$ cat src/logic/dtc_regs.vh
`ifndef DTC_REGS_VH
`define DTC_REGS_VH

// ==========================================================
// Register offsets
`define DTC_OFS_CONFIG 12'h000
`define DTC_OFS_INT_STATUS 12'h004
`define DTC_OFS_INT_MASK 12'h008
`define DTC_OFS_STATUS 12'h00C
`define DTC_OFS_H_ACT_TOTAL 12'h010
`define DTC_OFS_H_SYNC 12'h014
`define DTC_OFS_V_ACT_TOTAL 12'h018
`define DTC_OFS_V_SYNC 12'h01C

// ==========================================================
// Configuration field positions
`define DTC_BIT_BLINK_RATE 16
`define DTC_BIT_PANEL_VSP 11
`define DTC_BIT_PANEL_HSP 10
`define DTC_BIT_CRT_VSP 9
`define DTC_BIT_CRT_HSP 8
`define DTC_BIT_BLINK_EN 7
`define DTC_BIT_VINT_EN 6
`define DTC_BIT_TIMING_GENERATOR_ENABLE 5
`define DTC_BIT_DDC_CLK 4
`define DTC_BIT_BLANK_EN 3
`define DTC_BIT_HSYNC_EN 2
`define DTC_BIT_VSYNC_EN 1

// ==========================================================
// Interrupt status bits
`define DTC_INT_VERTICAL 0
`define DTC_INT_WRITE_REFUSED 1
`define DTC_INT_FRAME_END 2
`define DTC_INT_WIDTH 3

// ==========================================================
// Status bits
`define DTC_STS_DDC_IN 0
`define DTC_STS_RUNNING 1
`define DTC_STS_ACTIVE 2
`define DTC_STS_CURSOR_ON 3
`define DTC_STS_TEXT_ON 4

// ==========================================================
// Timing field positions
`define DTC_TIM_LO 0
`define DTC_TIM_HI 16

// ==========================================================
// Reset values
`define DTC_RST_CONFIG 32'h0000_0000
`define DTC_RST_INT_MASK 3'h0
`define DTC_RST_H_ACT_TOTAL 32'h031F_027F
`define DTC_RST_H_SYNC 32'h02EF_028F
`define DTC_RST_V_ACT_TOTAL 32'h020C_01DF
`define DTC_RST_V_SYNC 32'h01EB_01E9

// ==========================================================
// Blink counts in frames
`define DTC_BLINK_CURSOR_BIT 3
`define DTC_BLINK_TEXT_BIT 4
`define DTC_BLINK_CNT_W 6

`endif

$ cat src/logic/dtc_control.v
`timescale 1ns/100ps
`include "dtc_regs.vh"

// Function
// - Panel vsync polarity 1 gives idle-high output with low sync pulse.
// - Panel vsync polarity 0 gives idle-low output with high sync pulse.
// - Panel hsync polarity bit picks idle level and pulse direction of panel hsync.
// - Crt_vertical_sync_pin polarity bit picks idle level and pulse direction of Crt_vertical_sync_pin.
// - Crt_horizontal_sync_pin polarity bit picks idle level and pulse direction of Crt_horizontal_sync_pin.
// - Blink enable makes cursor and text blink at rate from blink rate select.
// - Rate 0: cursor period 16 frames, 8 on; text period 32, 16 on.
// - Vertical interrupt enable raises interrupt at next vertical sync pulse.
// - Writing vertical interrupt enable 0 disables and clears pending interrupt.
// - Timing generator enable 0 allows timing writes, holds dot-clock logic reset.
// - Timing generator enable 1 runs timing and refuses timing register writes.
// - Data channel clock bit drives Crt_vertical_sync_pin pin while vsync enable is low.
// - Blank enable 0 holds display enable low; 1 outputs composite blank.
// - Crt_horizontal_sync_pin enable 0 holds Crt_horizontal_sync_pin low; 1 outputs generated hsync.
// - Crt_horizontal_sync_pin enable leaves panel hsync to power sequencing control.
// - Crt_vertical_sync_pin enable 0 drives data channel clock bit on Crt_vertical_sync_pin; panel vsync under sequencing.
module dtc_control #(
  parameter TW = 12,
  parameter DOT_DIV = 4
) (
  input wire ref_clk_in,
  input wire rst_in,
  input wire psel_in,
  input wire penable_in,
  input wire pwrite_in,
  input wire [11:0] paddr_in,
  input wire [31:0] pwdata_in,
  output wire pready_out,
  output reg [31:0] prdata_out,
  output wire pslverr_out,
  input wire data_channel_in,
  input wire panel_sync_enable_in,
  output reg crt_vertical_sync_pin_out,
  output reg crt_horizontal_sync_pin_out,
  output reg panel_vsync_out,
  output reg panel_hsync_out,
  output reg display_enable_out,
  output reg cursor_blink_on_out,
  output reg text_blink_on_out,
  output wire irq_out
);

  // ==========================================================
  // Configuration bits
  reg blink_rate_select;
  reg panel_vsync_polarity;
  reg panel_hsync_polarity;
  reg crt_vertical_sync_polarity;
  reg crt_horizontal_sync_polarity;
  reg blink_enable_bit;
  reg vertical_interrupt_enable;
  reg timing_generator_enable;
  reg data_channel_clock_bit;
  reg blank_output_enable;
  reg crt_horizontal_sync_enable;
  reg crt_vertical_sync_enable;
  localparam [31:0] RST_CFG = `DTC_RST_CONFIG;
  localparam [31:0] RST_H = `DTC_RST_H_ACT_TOTAL, RST_HS = `DTC_RST_H_SYNC;
  localparam [31:0] RST_V = `DTC_RST_V_ACT_TOTAL, RST_VS = `DTC_RST_V_SYNC;

  // ==========================================================
  // Timing registers
  reg [TW-1:0] h_active;
  reg [TW-1:0] h_total;
  reg [TW-1:0] h_sync_start;
  reg [TW-1:0] h_sync_end;
  reg [TW-1:0] v_active;
  reg [TW-1:0] v_total;
  reg [TW-1:0] v_sync_start;
  reg [TW-1:0] v_sync_end;

  // ==========================================================
  // Interrupt registers
  reg [`DTC_INT_WIDTH-1:0] int_status;
  reg [`DTC_INT_WIDTH-1:0] int_mask;
  reg [`DTC_INT_WIDTH-1:0] next_int_status;

  // ==========================================================
  // Blink and data channel state
  reg [`DTC_BLINK_CNT_W-1:0] frame_cnt;
  reg ddc_in_q;

  // ==========================================================
  // Bus decode
  wire bus_access = psel_in && penable_in;
  wire bus_write = bus_access && pwrite_in;
  wire is_timing = (paddr_in == `DTC_OFS_H_ACT_TOTAL) || (paddr_in == `DTC_OFS_H_SYNC) ||
                   (paddr_in == `DTC_OFS_V_ACT_TOTAL) || (paddr_in == `DTC_OFS_V_SYNC);
  wire is_mapped = is_timing || (paddr_in == `DTC_OFS_CONFIG) ||
                   (paddr_in == `DTC_OFS_INT_STATUS) || (paddr_in == `DTC_OFS_INT_MASK) ||
                   (paddr_in == `DTC_OFS_STATUS);
  wire timing_write_ok = bus_write && is_timing && !timing_generator_enable;
  wire timing_write_refused = bus_write && is_timing && timing_generator_enable;
  wire cfg_write = bus_write && (paddr_in == `DTC_OFS_CONFIG);
  assign pready_out = 1'b1;
  assign pslverr_out = bus_access && (!is_mapped || timing_write_refused);

  // ==========================================================
  // Dot clock enable divider
  localparam DW = (DOT_DIV > 1) ? $clog2(DOT_DIV) : 1;
  reg [DW-1:0] dot_div_cnt;
  wire dot_en = (dot_div_cnt == DOT_DIV - 1);

  always @(posedge ref_clk_in) begin
    if (rst_in) begin
      dot_div_cnt <= {DW{1'b0}};
    end else if (dot_en) begin
      dot_div_cnt <= {DW{1'b0}};
    end else begin
      dot_div_cnt <= dot_div_cnt + {{(DW-1){1'b0}}, 1'b1};
    end
  end

  // ==========================================================
  // Timing generator
  wire hsync_raw;
  wire vsync_raw;
  wire active_raw;
  wire vsync_start;
  wire frame_end;

  dtc_timing_gen #(
    .TW(TW)
  ) u_timing (
    .ref_clk_in(ref_clk_in),
    .rst_in(rst_in),
    .dot_en_in(dot_en),
    .run_in(timing_generator_enable),
    .h_active_in(h_active),
    .h_total_in(h_total),
    .h_sync_start_in(h_sync_start),
    .h_sync_end_in(h_sync_end),
    .v_active_in(v_active),
    .v_total_in(v_total),
    .v_sync_start_in(v_sync_start),
    .v_sync_end_in(v_sync_end),
    .hsync_out(hsync_raw),
    .vsync_out(vsync_raw),
    .active_out(active_raw),
    .vsync_start_out(vsync_start),
    .frame_end_out(frame_end)
  );

  // ==========================================================
  // Configuration register
  always @(posedge ref_clk_in) begin
    if (rst_in) begin
      blink_rate_select <= RST_CFG[`DTC_BIT_BLINK_RATE];
      panel_vsync_polarity <= 1'b0;
      panel_hsync_polarity <= 1'b0;
      crt_vertical_sync_polarity <= 1'b0;
      crt_horizontal_sync_polarity <= 1'b0;
      blink_enable_bit <= 1'b0;
      vertical_interrupt_enable <= 1'b0;
      timing_generator_enable <= 1'b0;
      data_channel_clock_bit <= 1'b0;
      blank_output_enable <= 1'b0;
      crt_horizontal_sync_enable <= 1'b0;
      crt_vertical_sync_enable <= 1'b0;
    end else if (cfg_write) begin
      blink_rate_select <= pwdata_in[`DTC_BIT_BLINK_RATE];
      panel_vsync_polarity <= pwdata_in[`DTC_BIT_PANEL_VSP];
      panel_hsync_polarity <= pwdata_in[`DTC_BIT_PANEL_HSP];
      crt_vertical_sync_polarity <= pwdata_in[`DTC_BIT_CRT_VSP];
      crt_horizontal_sync_polarity <= pwdata_in[`DTC_BIT_CRT_HSP];
      blink_enable_bit <= pwdata_in[`DTC_BIT_BLINK_EN];
      vertical_interrupt_enable <= pwdata_in[`DTC_BIT_VINT_EN];
      timing_generator_enable <= pwdata_in[`DTC_BIT_TIMING_GENERATOR_ENABLE];
      data_channel_clock_bit <= pwdata_in[`DTC_BIT_DDC_CLK];
      blank_output_enable <= pwdata_in[`DTC_BIT_BLANK_EN];
      crt_horizontal_sync_enable <= pwdata_in[`DTC_BIT_HSYNC_EN];
      crt_vertical_sync_enable <= pwdata_in[`DTC_BIT_VSYNC_EN];
    end
  end

  // ==========================================================
  // Timing registers, writable only while stopped
  always @(posedge ref_clk_in) begin
    if (rst_in) begin
      h_active <= RST_H[`DTC_TIM_LO +: TW];
      h_total <= RST_H[`DTC_TIM_HI +: TW];
      h_sync_start <= RST_HS[`DTC_TIM_LO +: TW];
      h_sync_end <= RST_HS[`DTC_TIM_HI +: TW];
      v_active <= RST_V[`DTC_TIM_LO +: TW];
      v_total <= RST_V[`DTC_TIM_HI +: TW];
      v_sync_start <= RST_VS[`DTC_TIM_LO +: TW];
      v_sync_end <= RST_VS[`DTC_TIM_HI +: TW];
    end else if (timing_write_ok) begin
      case (paddr_in)
        `DTC_OFS_H_ACT_TOTAL: begin
          h_active <= pwdata_in[`DTC_TIM_LO +: TW];
          h_total <= pwdata_in[`DTC_TIM_HI +: TW];
        end
        `DTC_OFS_H_SYNC: begin
          h_sync_start <= pwdata_in[`DTC_TIM_LO +: TW];
          h_sync_end <= pwdata_in[`DTC_TIM_HI +: TW];
        end
        `DTC_OFS_V_ACT_TOTAL: begin
          v_active <= pwdata_in[`DTC_TIM_LO +: TW];
          v_total <= pwdata_in[`DTC_TIM_HI +: TW];
        end
        `DTC_OFS_V_SYNC: begin
          v_sync_start <= pwdata_in[`DTC_TIM_LO +: TW];
          v_sync_end <= pwdata_in[`DTC_TIM_HI +: TW];
        end
        default: h_active <= h_active;
      endcase
    end
  end

  // ==========================================================
  // Interrupt status, set wins over write-one-clear
  wire vint_en_next = cfg_write ? pwdata_in[`DTC_BIT_VINT_EN] : vertical_interrupt_enable;
  wire [`DTC_INT_WIDTH-1:0] int_events;
  assign int_events[`DTC_INT_VERTICAL] = vsync_start && vertical_interrupt_enable;
  assign int_events[`DTC_INT_WRITE_REFUSED] = timing_write_refused;
  assign int_events[`DTC_INT_FRAME_END] = frame_end;

  always @* begin
    next_int_status = int_status;
    if (bus_write && (paddr_in == `DTC_OFS_INT_STATUS)) begin
      next_int_status = int_status & ~pwdata_in[`DTC_INT_WIDTH-1:0];
    end
    next_int_status = next_int_status | int_events;
    if (!vint_en_next) begin
      next_int_status[`DTC_INT_VERTICAL] = 1'b0;
    end
  end
  always @(posedge ref_clk_in) begin
    if (rst_in) begin
      int_status <= {`DTC_INT_WIDTH{1'b0}};
      int_mask <= `DTC_RST_INT_MASK;
    end else begin
      int_status <= next_int_status;
      if (bus_write && (paddr_in == `DTC_OFS_INT_MASK)) begin
        int_mask <= pwdata_in[`DTC_INT_WIDTH-1:0];
      end
    end
  end
  assign irq_out = |(int_status & int_mask);

  // ==========================================================
  // Blink frame counter
  always @(posedge ref_clk_in) begin
    if (rst_in || !timing_generator_enable) begin
      frame_cnt <= {`DTC_BLINK_CNT_W{1'b0}};
    end else if (frame_end) begin
      frame_cnt <= frame_cnt + {{(`DTC_BLINK_CNT_W-1){1'b0}}, 1'b1};
    end
  end
  // Rate 1 halves the blink rate of rate 0
  wire cursor_phase = blink_rate_select ? frame_cnt[`DTC_BLINK_CURSOR_BIT + 1] :
                      frame_cnt[`DTC_BLINK_CURSOR_BIT];
  wire text_phase = blink_rate_select ? frame_cnt[`DTC_BLINK_TEXT_BIT + 1] :
                    frame_cnt[`DTC_BLINK_TEXT_BIT];

  always @(posedge ref_clk_in) begin
    if (rst_in) begin
      cursor_blink_on_out <= 1'b1;
      text_blink_on_out <= 1'b1;
    end else begin
      cursor_blink_on_out <= !blink_enable_bit || !cursor_phase;
      text_blink_on_out <= !blink_enable_bit || !text_phase;
    end
  end

  // ==========================================================
  // Output pins
  always @(posedge ref_clk_in) begin
    if (rst_in) begin
      crt_vertical_sync_pin_out <= 1'b0;
      crt_horizontal_sync_pin_out <= 1'b0;
      panel_vsync_out <= 1'b0;
      panel_hsync_out <= 1'b0;
      display_enable_out <= 1'b0;
    end else begin
      if (crt_vertical_sync_enable) begin
        crt_vertical_sync_pin_out <= vsync_raw ^ crt_vertical_sync_polarity;
      end else begin
        crt_vertical_sync_pin_out <= data_channel_clock_bit;
      end
      if (crt_horizontal_sync_enable) begin
        crt_horizontal_sync_pin_out <= hsync_raw ^ crt_horizontal_sync_polarity;
      end else begin
        crt_horizontal_sync_pin_out <= 1'b0;
      end
      if (panel_sync_enable_in) begin
        panel_vsync_out <= vsync_raw ^ panel_vsync_polarity;
        panel_hsync_out <= hsync_raw ^ panel_hsync_polarity;
      end else begin
        panel_vsync_out <= 1'b0;
        panel_hsync_out <= 1'b0;
      end
      display_enable_out <= blank_output_enable && active_raw;
    end
  end

  // ==========================================================
  // Data channel input capture
  always @(posedge ref_clk_in) begin
    if (rst_in) begin
      ddc_in_q <= 1'b0;
    end else begin
      ddc_in_q <= data_channel_in;
    end
  end

  // ==========================================================
  // Read data
  always @* begin
    prdata_out = 32'h0000_0000;
    if (bus_access && !pwrite_in) begin
      case (paddr_in)
        `DTC_OFS_CONFIG: begin
          prdata_out[`DTC_BIT_BLINK_RATE] = blink_rate_select;
          prdata_out[`DTC_BIT_PANEL_VSP] = panel_vsync_polarity;
          prdata_out[`DTC_BIT_PANEL_HSP] = panel_hsync_polarity;
          prdata_out[`DTC_BIT_CRT_VSP] = crt_vertical_sync_polarity;
          prdata_out[`DTC_BIT_CRT_HSP] = crt_horizontal_sync_polarity;
          prdata_out[`DTC_BIT_BLINK_EN] = blink_enable_bit;
          prdata_out[`DTC_BIT_VINT_EN] = vertical_interrupt_enable;
          prdata_out[`DTC_BIT_TIMING_GENERATOR_ENABLE] = timing_generator_enable;
          prdata_out[`DTC_BIT_DDC_CLK] = data_channel_clock_bit;
          prdata_out[`DTC_BIT_BLANK_EN] = blank_output_enable;
          prdata_out[`DTC_BIT_HSYNC_EN] = crt_horizontal_sync_enable;
          prdata_out[`DTC_BIT_VSYNC_EN] = crt_vertical_sync_enable;
        end
        `DTC_OFS_INT_STATUS: begin
          prdata_out[`DTC_INT_WIDTH-1:0] = int_status;
        end
        `DTC_OFS_INT_MASK: begin
          prdata_out[`DTC_INT_WIDTH-1:0] = int_mask;
        end
        `DTC_OFS_STATUS: begin
          prdata_out[`DTC_STS_DDC_IN] = ddc_in_q;
          prdata_out[`DTC_STS_RUNNING] = timing_generator_enable;
          prdata_out[`DTC_STS_ACTIVE] = active_raw;
          prdata_out[`DTC_STS_CURSOR_ON] = cursor_blink_on_out;
          prdata_out[`DTC_STS_TEXT_ON] = text_blink_on_out;
        end
        `DTC_OFS_H_ACT_TOTAL: begin
          prdata_out[`DTC_TIM_LO +: TW] = h_active;
          prdata_out[`DTC_TIM_HI +: TW] = h_total;
        end
        `DTC_OFS_H_SYNC: begin
          prdata_out[`DTC_TIM_LO +: TW] = h_sync_start;
          prdata_out[`DTC_TIM_HI +: TW] = h_sync_end;
        end
        `DTC_OFS_V_ACT_TOTAL: begin
          prdata_out[`DTC_TIM_LO +: TW] = v_active;
          prdata_out[`DTC_TIM_HI +: TW] = v_total;
        end
        `DTC_OFS_V_SYNC: begin
          prdata_out[`DTC_TIM_LO +: TW] = v_sync_start;
          prdata_out[`DTC_TIM_HI +: TW] = v_sync_end;
        end
        default: prdata_out = 32'h0000_0000;
      endcase
    end
  end

endmodule

$ cat src/logic/dtc_timing_gen.v
`timescale 1ns/100ps
`include "dtc_regs.vh"

module dtc_timing_gen #(
  parameter TW = 12
) (
  input wire ref_clk_in,
  input wire rst_in,
  input wire dot_en_in,
  input wire run_in,
  input wire [TW-1:0] h_active_in,
  input wire [TW-1:0] h_total_in,
  input wire [TW-1:0] h_sync_start_in,
  input wire [TW-1:0] h_sync_end_in,
  input wire [TW-1:0] v_active_in,
  input wire [TW-1:0] v_total_in,
  input wire [TW-1:0] v_sync_start_in,
  input wire [TW-1:0] v_sync_end_in,
  output reg hsync_out,
  output reg vsync_out,
  output reg active_out,
  output reg vsync_start_out,
  output reg frame_end_out
);

  // ==========================================================
  // Dot counters, held in reset while stopped
  reg [TW-1:0] h_cnt;
  reg [TW-1:0] v_cnt;
  wire h_last = (h_cnt == h_total_in);
  wire v_last = (v_cnt == v_total_in);
  wire next_vsync = (v_cnt >= v_sync_start_in) && (v_cnt < v_sync_end_in);

  always @(posedge ref_clk_in) begin
    if (rst_in || !run_in) begin
      h_cnt <= {TW{1'b0}};
      v_cnt <= {TW{1'b0}};
      hsync_out <= 1'b0;
      vsync_out <= 1'b0;
      active_out <= 1'b0;
      vsync_start_out <= 1'b0;
      frame_end_out <= 1'b0;
    end else begin
      vsync_start_out <= 1'b0;
      frame_end_out <= 1'b0;
      if (dot_en_in) begin
        h_cnt <= h_last ? {TW{1'b0}} : h_cnt + {{(TW-1){1'b0}}, 1'b1};
        if (h_last) begin
          v_cnt <= v_last ? {TW{1'b0}} : v_cnt + {{(TW-1){1'b0}}, 1'b1};
        end
        hsync_out <= (h_cnt >= h_sync_start_in) && (h_cnt < h_sync_end_in);
        vsync_out <= next_vsync;
        active_out <= (h_cnt <= h_active_in) && (v_cnt <= v_active_in);
        vsync_start_out <= next_vsync && !vsync_out;
        frame_end_out <= h_last && v_last;
      end
    end
  end

endmodule

$ cat config.mk
export PLATFORM = sky130hd
export DESIGN_NAME = dtc_control
export DESIGN_NICKNAME = d
export VERILOG_FILES = /design/src/logic/dtc_control.v /design/src/logic/dtc_timing_gen.v
export VERILOG_INCLUDE_DIRS = /design/src /design/src/logic
export SDC_FILE = /design/constraint.sdc
export NUM_CORES = 1
export LEC_CHECK = 0
export ABC_AREA = 1
export BUFFER_PORTS_ARGS = -buffer_cell sky130_fd_sc_hd__buf_2
export CELL_PAD_IN_SITES_DETAIL_PLACEMENT = 1
export CELL_PAD_IN_SITES_GLOBAL_PLACEMENT = 2
export CORE_MARGIN = 2
export CORE_UTILIZATION = 35
export CTS_CLUSTER_SIZE = 24
export DETAILED_ROUTE_END_ITERATION = 10
export PLACE_DENSITY = 0.9
export SYNTH_ARGS = -nofsm -noshare
export SYNTH_HDL_FRONTEND = slang
export SYNTH_SLANG_ARGS = --single-unit
$ cat constraint.sdc
create_clock -name ref_clk_in -period 4.1 [get_ports ref_clk_in]
set_input_delay 0.41 -clock ref_clk_in [delete_from_list [all_inputs] [get_ports ref_clk_in]]
set_output_delay 0.41 -clock ref_clk_in [all_outputs]
set_load 0.02 [all_outputs]
# After elaboration in Yosys (flattened, before gate mapping)
# Cells that the tools add are included.
# word_totals
wordCells	133
regBits	159
inputBits	51
# op_classes
bitwise	12
reduce_logical	47
magnitude_cmp	6
muxes	14
n_eq_ne	10
add_sub_neg	4
# op_table
operator	n
$eq 12x5->1 const B	4
$pmux 11 s4	1
$pmux 7 s5	1
$mux 28	1
$add 12x1->12 const B	2
$eq 12x12->1	2
$eq 12x4->1 const B	2
$ge 12x12->1	2
$le 12x12->1	2
$lt 12x12->1	2
$mux 12	2
$logic_and 1x1->1	17
$pmux 2 s8	1
$eq 12x3->1 const B	1
$logic_not 12->1	1
$pmux 2 s6	1
$logic_or 1x1->1	11
$reduce_and 2->1	5
$reduce_or 2->1	5
$logic_not 1->1	7
$pmux 1 s7	1
$add 6x1->6 const B	1
$and 3x3->3	2
$pmux 1 s5	1
9 further kinds	18

# Longest topological paths before layout
# depth
depth_word	11
ltp_mapped	12

# Cells and area by module
# From an unflattened synthesis, not the netlist that was laid out.
# hier_totals
cells_unflattened	1594
area_unflattened_um2	10208.5
# by_module_without_submodules
module	cells_per_inst	area_per_inst_um2	n_inst	seq_area_each_um2
dtc_control	963	6328.6	1	2602.5
dtc_timing_gen	631	3880.0	1	580.6

# Worst setup path before layout
# No wires, ideal clock.
# synth_path
path_type	input to output
from	input paddr_in[11]
to	output prdata_out[7]
arrival_ns	1.846
stages	10
t_required_ns	3.690
setup_slack_ns	1.844
cell_sequence	nor2_1 -> nand2_1 -> nor2_4 -> nand3_2 -> nor2_1 -> buf_2 -> nand2_1 -> o21ai_0 -> nor2_1 -> nor2_1
# synth_between
elab_chain_len	3
# synth_lines
element	line_no	rtl
start: declaration	dtc_control.v:30	input wire [11:0] paddr_in,
$eq 12x5->1 or $logic_not 12->1 (tied branches)	dtc_control.v:317	case (paddr_in)
$pmux 7 s5 (*)	dtc_control.v:317	
$mux 28 (*)	dtc_control.v:316	if (bus_access && !pwrite_in) begin
end: declaration	dtc_control.v:33	output reg [31:0] prdata_out,
# Every way passes the cells marked *; elsewhere a longest branch is shown, timed or not.

# Worst setup path in the final report
# layout_path
from	input paddr_in[1]
to	output prdata_out[4]
# layout_between
elab_chain_len	3
# layout_lines
element	line_no
$eq 12x5->1 (tied with other cells)	dtc_control.v:317
$pmux 2 s6 (*)	dtc_control.v:317
$mux 28 (*)	dtc_control.v:316
# Marked as above.

==> metrics.md <==
| Metric | Value |
|---|---|
| Critical Path RT | `3.69 ns` |
| Reg2reg setup slack | `1.12 ns` |
| Routability cong. | `0.927` |
| Final core utilization | `40.4%` |
| Fillcell total | `3589` |
| Area growth from synthesis to layout | `13.1%` |
| Total number of yosys warnings | `0` |
| Vias in the first global route | `9822` |
| Gate Count Post-Synth | `1530` |
| Worst EP arrival | `2.62 ns` |
| HP Start | `data_channel_in` |
| Clk root buf | `clkbuf_16` |
| Critical path startpoint category | `input port` |
| Final period utilization | `73.8%` |
| FMAX | `330 MHz` |
| Die width | `170 um` |
| Initial core utilization | `35.7%` |
| Sequential share of the synthesized area | `33.0%` |
| ANT cells | `0` |
| Leak pwr | `5.90 nW` |
| # setup viols final | `0` |
| Min-delay worst type | `input port to flop` |
| CTS H-tree depth | `4` |
| Multi-input logic area | `5480 sq um` |
| FF-to-FF Start | `timing_generator_enable` |
| Final Hold Slack | `0.177 ns` |
| Max IR drop VDD | `185 uV` |
| Antenna-violating nets left | `0` |
| Design Area, Final | `10900 sq um` |
| Worst Path Max Fanout | `18` |
| Placeable Area | `27000 sq um` |
| Hold worst-path end | `ddc_in_q` |
| Ports | `93` |
| Hold-critical path depth | `3` |
| Synth top area cells | `dfxtp_1, nand2_1, ha_1` |
| Worst-path clk slew | `0.07 ns` |
| Pwr Total | `3.30 mW` |
| Period minus WS final | `3.03 ns` |
| Synth Register Bits | `159` |
| Total Routed Length | `35500 um` |
| Initial drt markers | `527` |
| Unrepaired setup endpoints after global routing | `no` |
| Nature of the critical path endpoint | `output port` |
| Worst slew pin tran | `1.24 ns` |
| Slew margin rel. | `17.0%` |
| DR vias/cell | `5.11` |
| Post CTS Setup Buffer Count | `0` |
| TritonRoute pass-1 iters | `5` |
| Gr ovfl total | `0` |
| Non-Filler Instances | `1944` |
| Die ar. | `28900 sq um` |
| Post-CTS sizing | `0` |
| CTS max path bufs | `2` |
| Via count | `9933` |
| # hold bufs at CTS | `0` |
| Max cap viols | `0` |
| Inst Count DP | `1912` |
| Row cnt | `60` |
| Worst r2r dst | `u_timing.v_cnt[10]` |
| Synth area leader | `dfxtp_1` |
| Die height | `170 um` |
| Clk sinks | `159` |
| Flip-flop and latch area | `3180 sq um` |
| Post-synth top area share | `33.0%` |
| Placed Instance Area | `10300 sq um` |
| Setup WS post-layout | `1.07 ns` |
| Unique masters post-synth | `33` |
| Worst skew pair latency | `0.44 ns` |
| Layout net count | `1715` |
| Syn Area/Cell | `6.31 sq um` |
| Largest net degree at the start of global routing | `53` |
| Slew Viols, Final | `0` |
| WL per Instance | `18.3 um` |
| Cts bufs inserted | `17` |
| Post-route clock skew | `0.0144 ns` |
| Final HPWL DP | `27100 um` |
| CP Class | `input port to output port` |
| Share of post-route cells with drive strength above 1 | `8.36%` |
| GRT Total Usage | `24.7%` |
| Detailed-route DRC error count | `0` |
| R2R depth | `6` |
| TritonCTS clock tree | `done` |
| First-pass GRT wire length | `54200 um` |
| Pre-CTS setup slack | `1.03 ns` |
| I/O Buffers | `75` |
| Final Hold Fails | `0` |
| Cell Pwr Density | `303 nW/um^2` |
| TNS Setup | `0 ns` |
| Post-Synthesis Cell Area | `9650 sq um` |
| Initial antenna violation count | `0` |
| Status | `complete, no violations` |
==> cell usage after synthesis (all sizes together) <==
library cell / count
nor3: 14
nor4: 1
ha: 74
o211ai: 10
dfxtp: 159
a21oi: 60
a21o: 3
nand3: 142
inv: 201
buf: 23
clkinv: 1
and2: 2
o2111ai: 2
nand3b: 3
nor2: 204
xnor2: 6
and3: 1
xor2: 7
nand4: 32
clkbuf: 31
nor3b: 4
o21ai: 38
conb: 2
a22oi: 1
o21a: 1
nand2: 508
==> kinds of logic after synthesis <==
logic type | synth area share, %
xor+xnor | 1.18
other cells | 0.0779
flops | 33.0
fa+ha+maj | 9.60
simple gates | 39.2
buf+inv | 10.5
compound gates | 6.43
==> layer usage <==
metal / part of all wire [%] / up-vias / global-route usage [%]
met1: 46 / 4752 / 30.8
met3: 3.9 / 57 / 3.60
met4: 3.0 / 0 / 8.62
met5: 0 / - / 0
met2: 48 / 206 / 43.5
li1: - / 4918 / -
==> power by group <==
group / switching (mW) / total (mW) / internal (mW)
Clock: 0.758 / 1.63 / 0.877
Combinational: 0.0943 / 0.122 / 0.0275
Sequential: 0.00134 / 1.55 / 1.55
==> worst max-delay path: stages <==
cell     delay (ns)
buf_2          0.10
nor2_2         0.26
nand3_1        0.18
inv_2          0.15
nand3_1        0.31
inv_2          0.41
nand2_1        0.10
nand2_1        0.12
nor2_1         0.06
a21oi_1        0.27
buf_2          0.22
==> how the worst max path moves through the flow <==
stage	from	endpoint	cells past startpoint
2_1_floorplan	paddr_in[11]	prdata_out[7]	10
3_3_place_gp	rst_in	u_timing.v_cnt[11]	6
3_5_place_dp	rst_in	u_timing.v_cnt[10]	6
4_1_cts	timing_generator_enable	u_timing.v_cnt[10]	6
5_1_grt	timing_generator_enable	u_timing.v_cnt[4]	6
6_report	paddr_in[1]	prdata_out[4]	11
==> registers in the layout, summed over array words and instances, names as in the netlist, 3 cells and up <==
register and count:
h_sync_start 12, h_active 12, v_total 12, int_status 3, int_mask 3, h_total 12
v_active 12, h_sync_end 12, u_timing.h_cnt 12, v_sync_start 12, frame_cnt 6, v_sync_end 12
u_timing.v_cnt 12
==> cell usage in the layout (no fill, tap or decap), types with 7 or more instances in the layout <==
master and count:
nand2_1 506, o211ai_1 10, o21ai_0 38, nor3_1 12
buf_2 75, nor2_1 199, buf_4 12, a21oi_1 60
conb_1 9, dfxtp_1 159, inv_1 197, clkbuf_16 17
nand3_1 141, ha_1 74, xor2_1 7, nand4_1 32
==> area by class of cell <==
class                           count  area share [%]
Multi-Input combinational cell   1122            50.2
Sequential cell                   159            29.2
Inverter                          202            6.96
Timing Repair Buffer               88            4.45
Clock buffer                       18            4.02
Tap cell                          341            3.91
Clock inverter                     14            1.33
(Power assumes the default switching activity.)
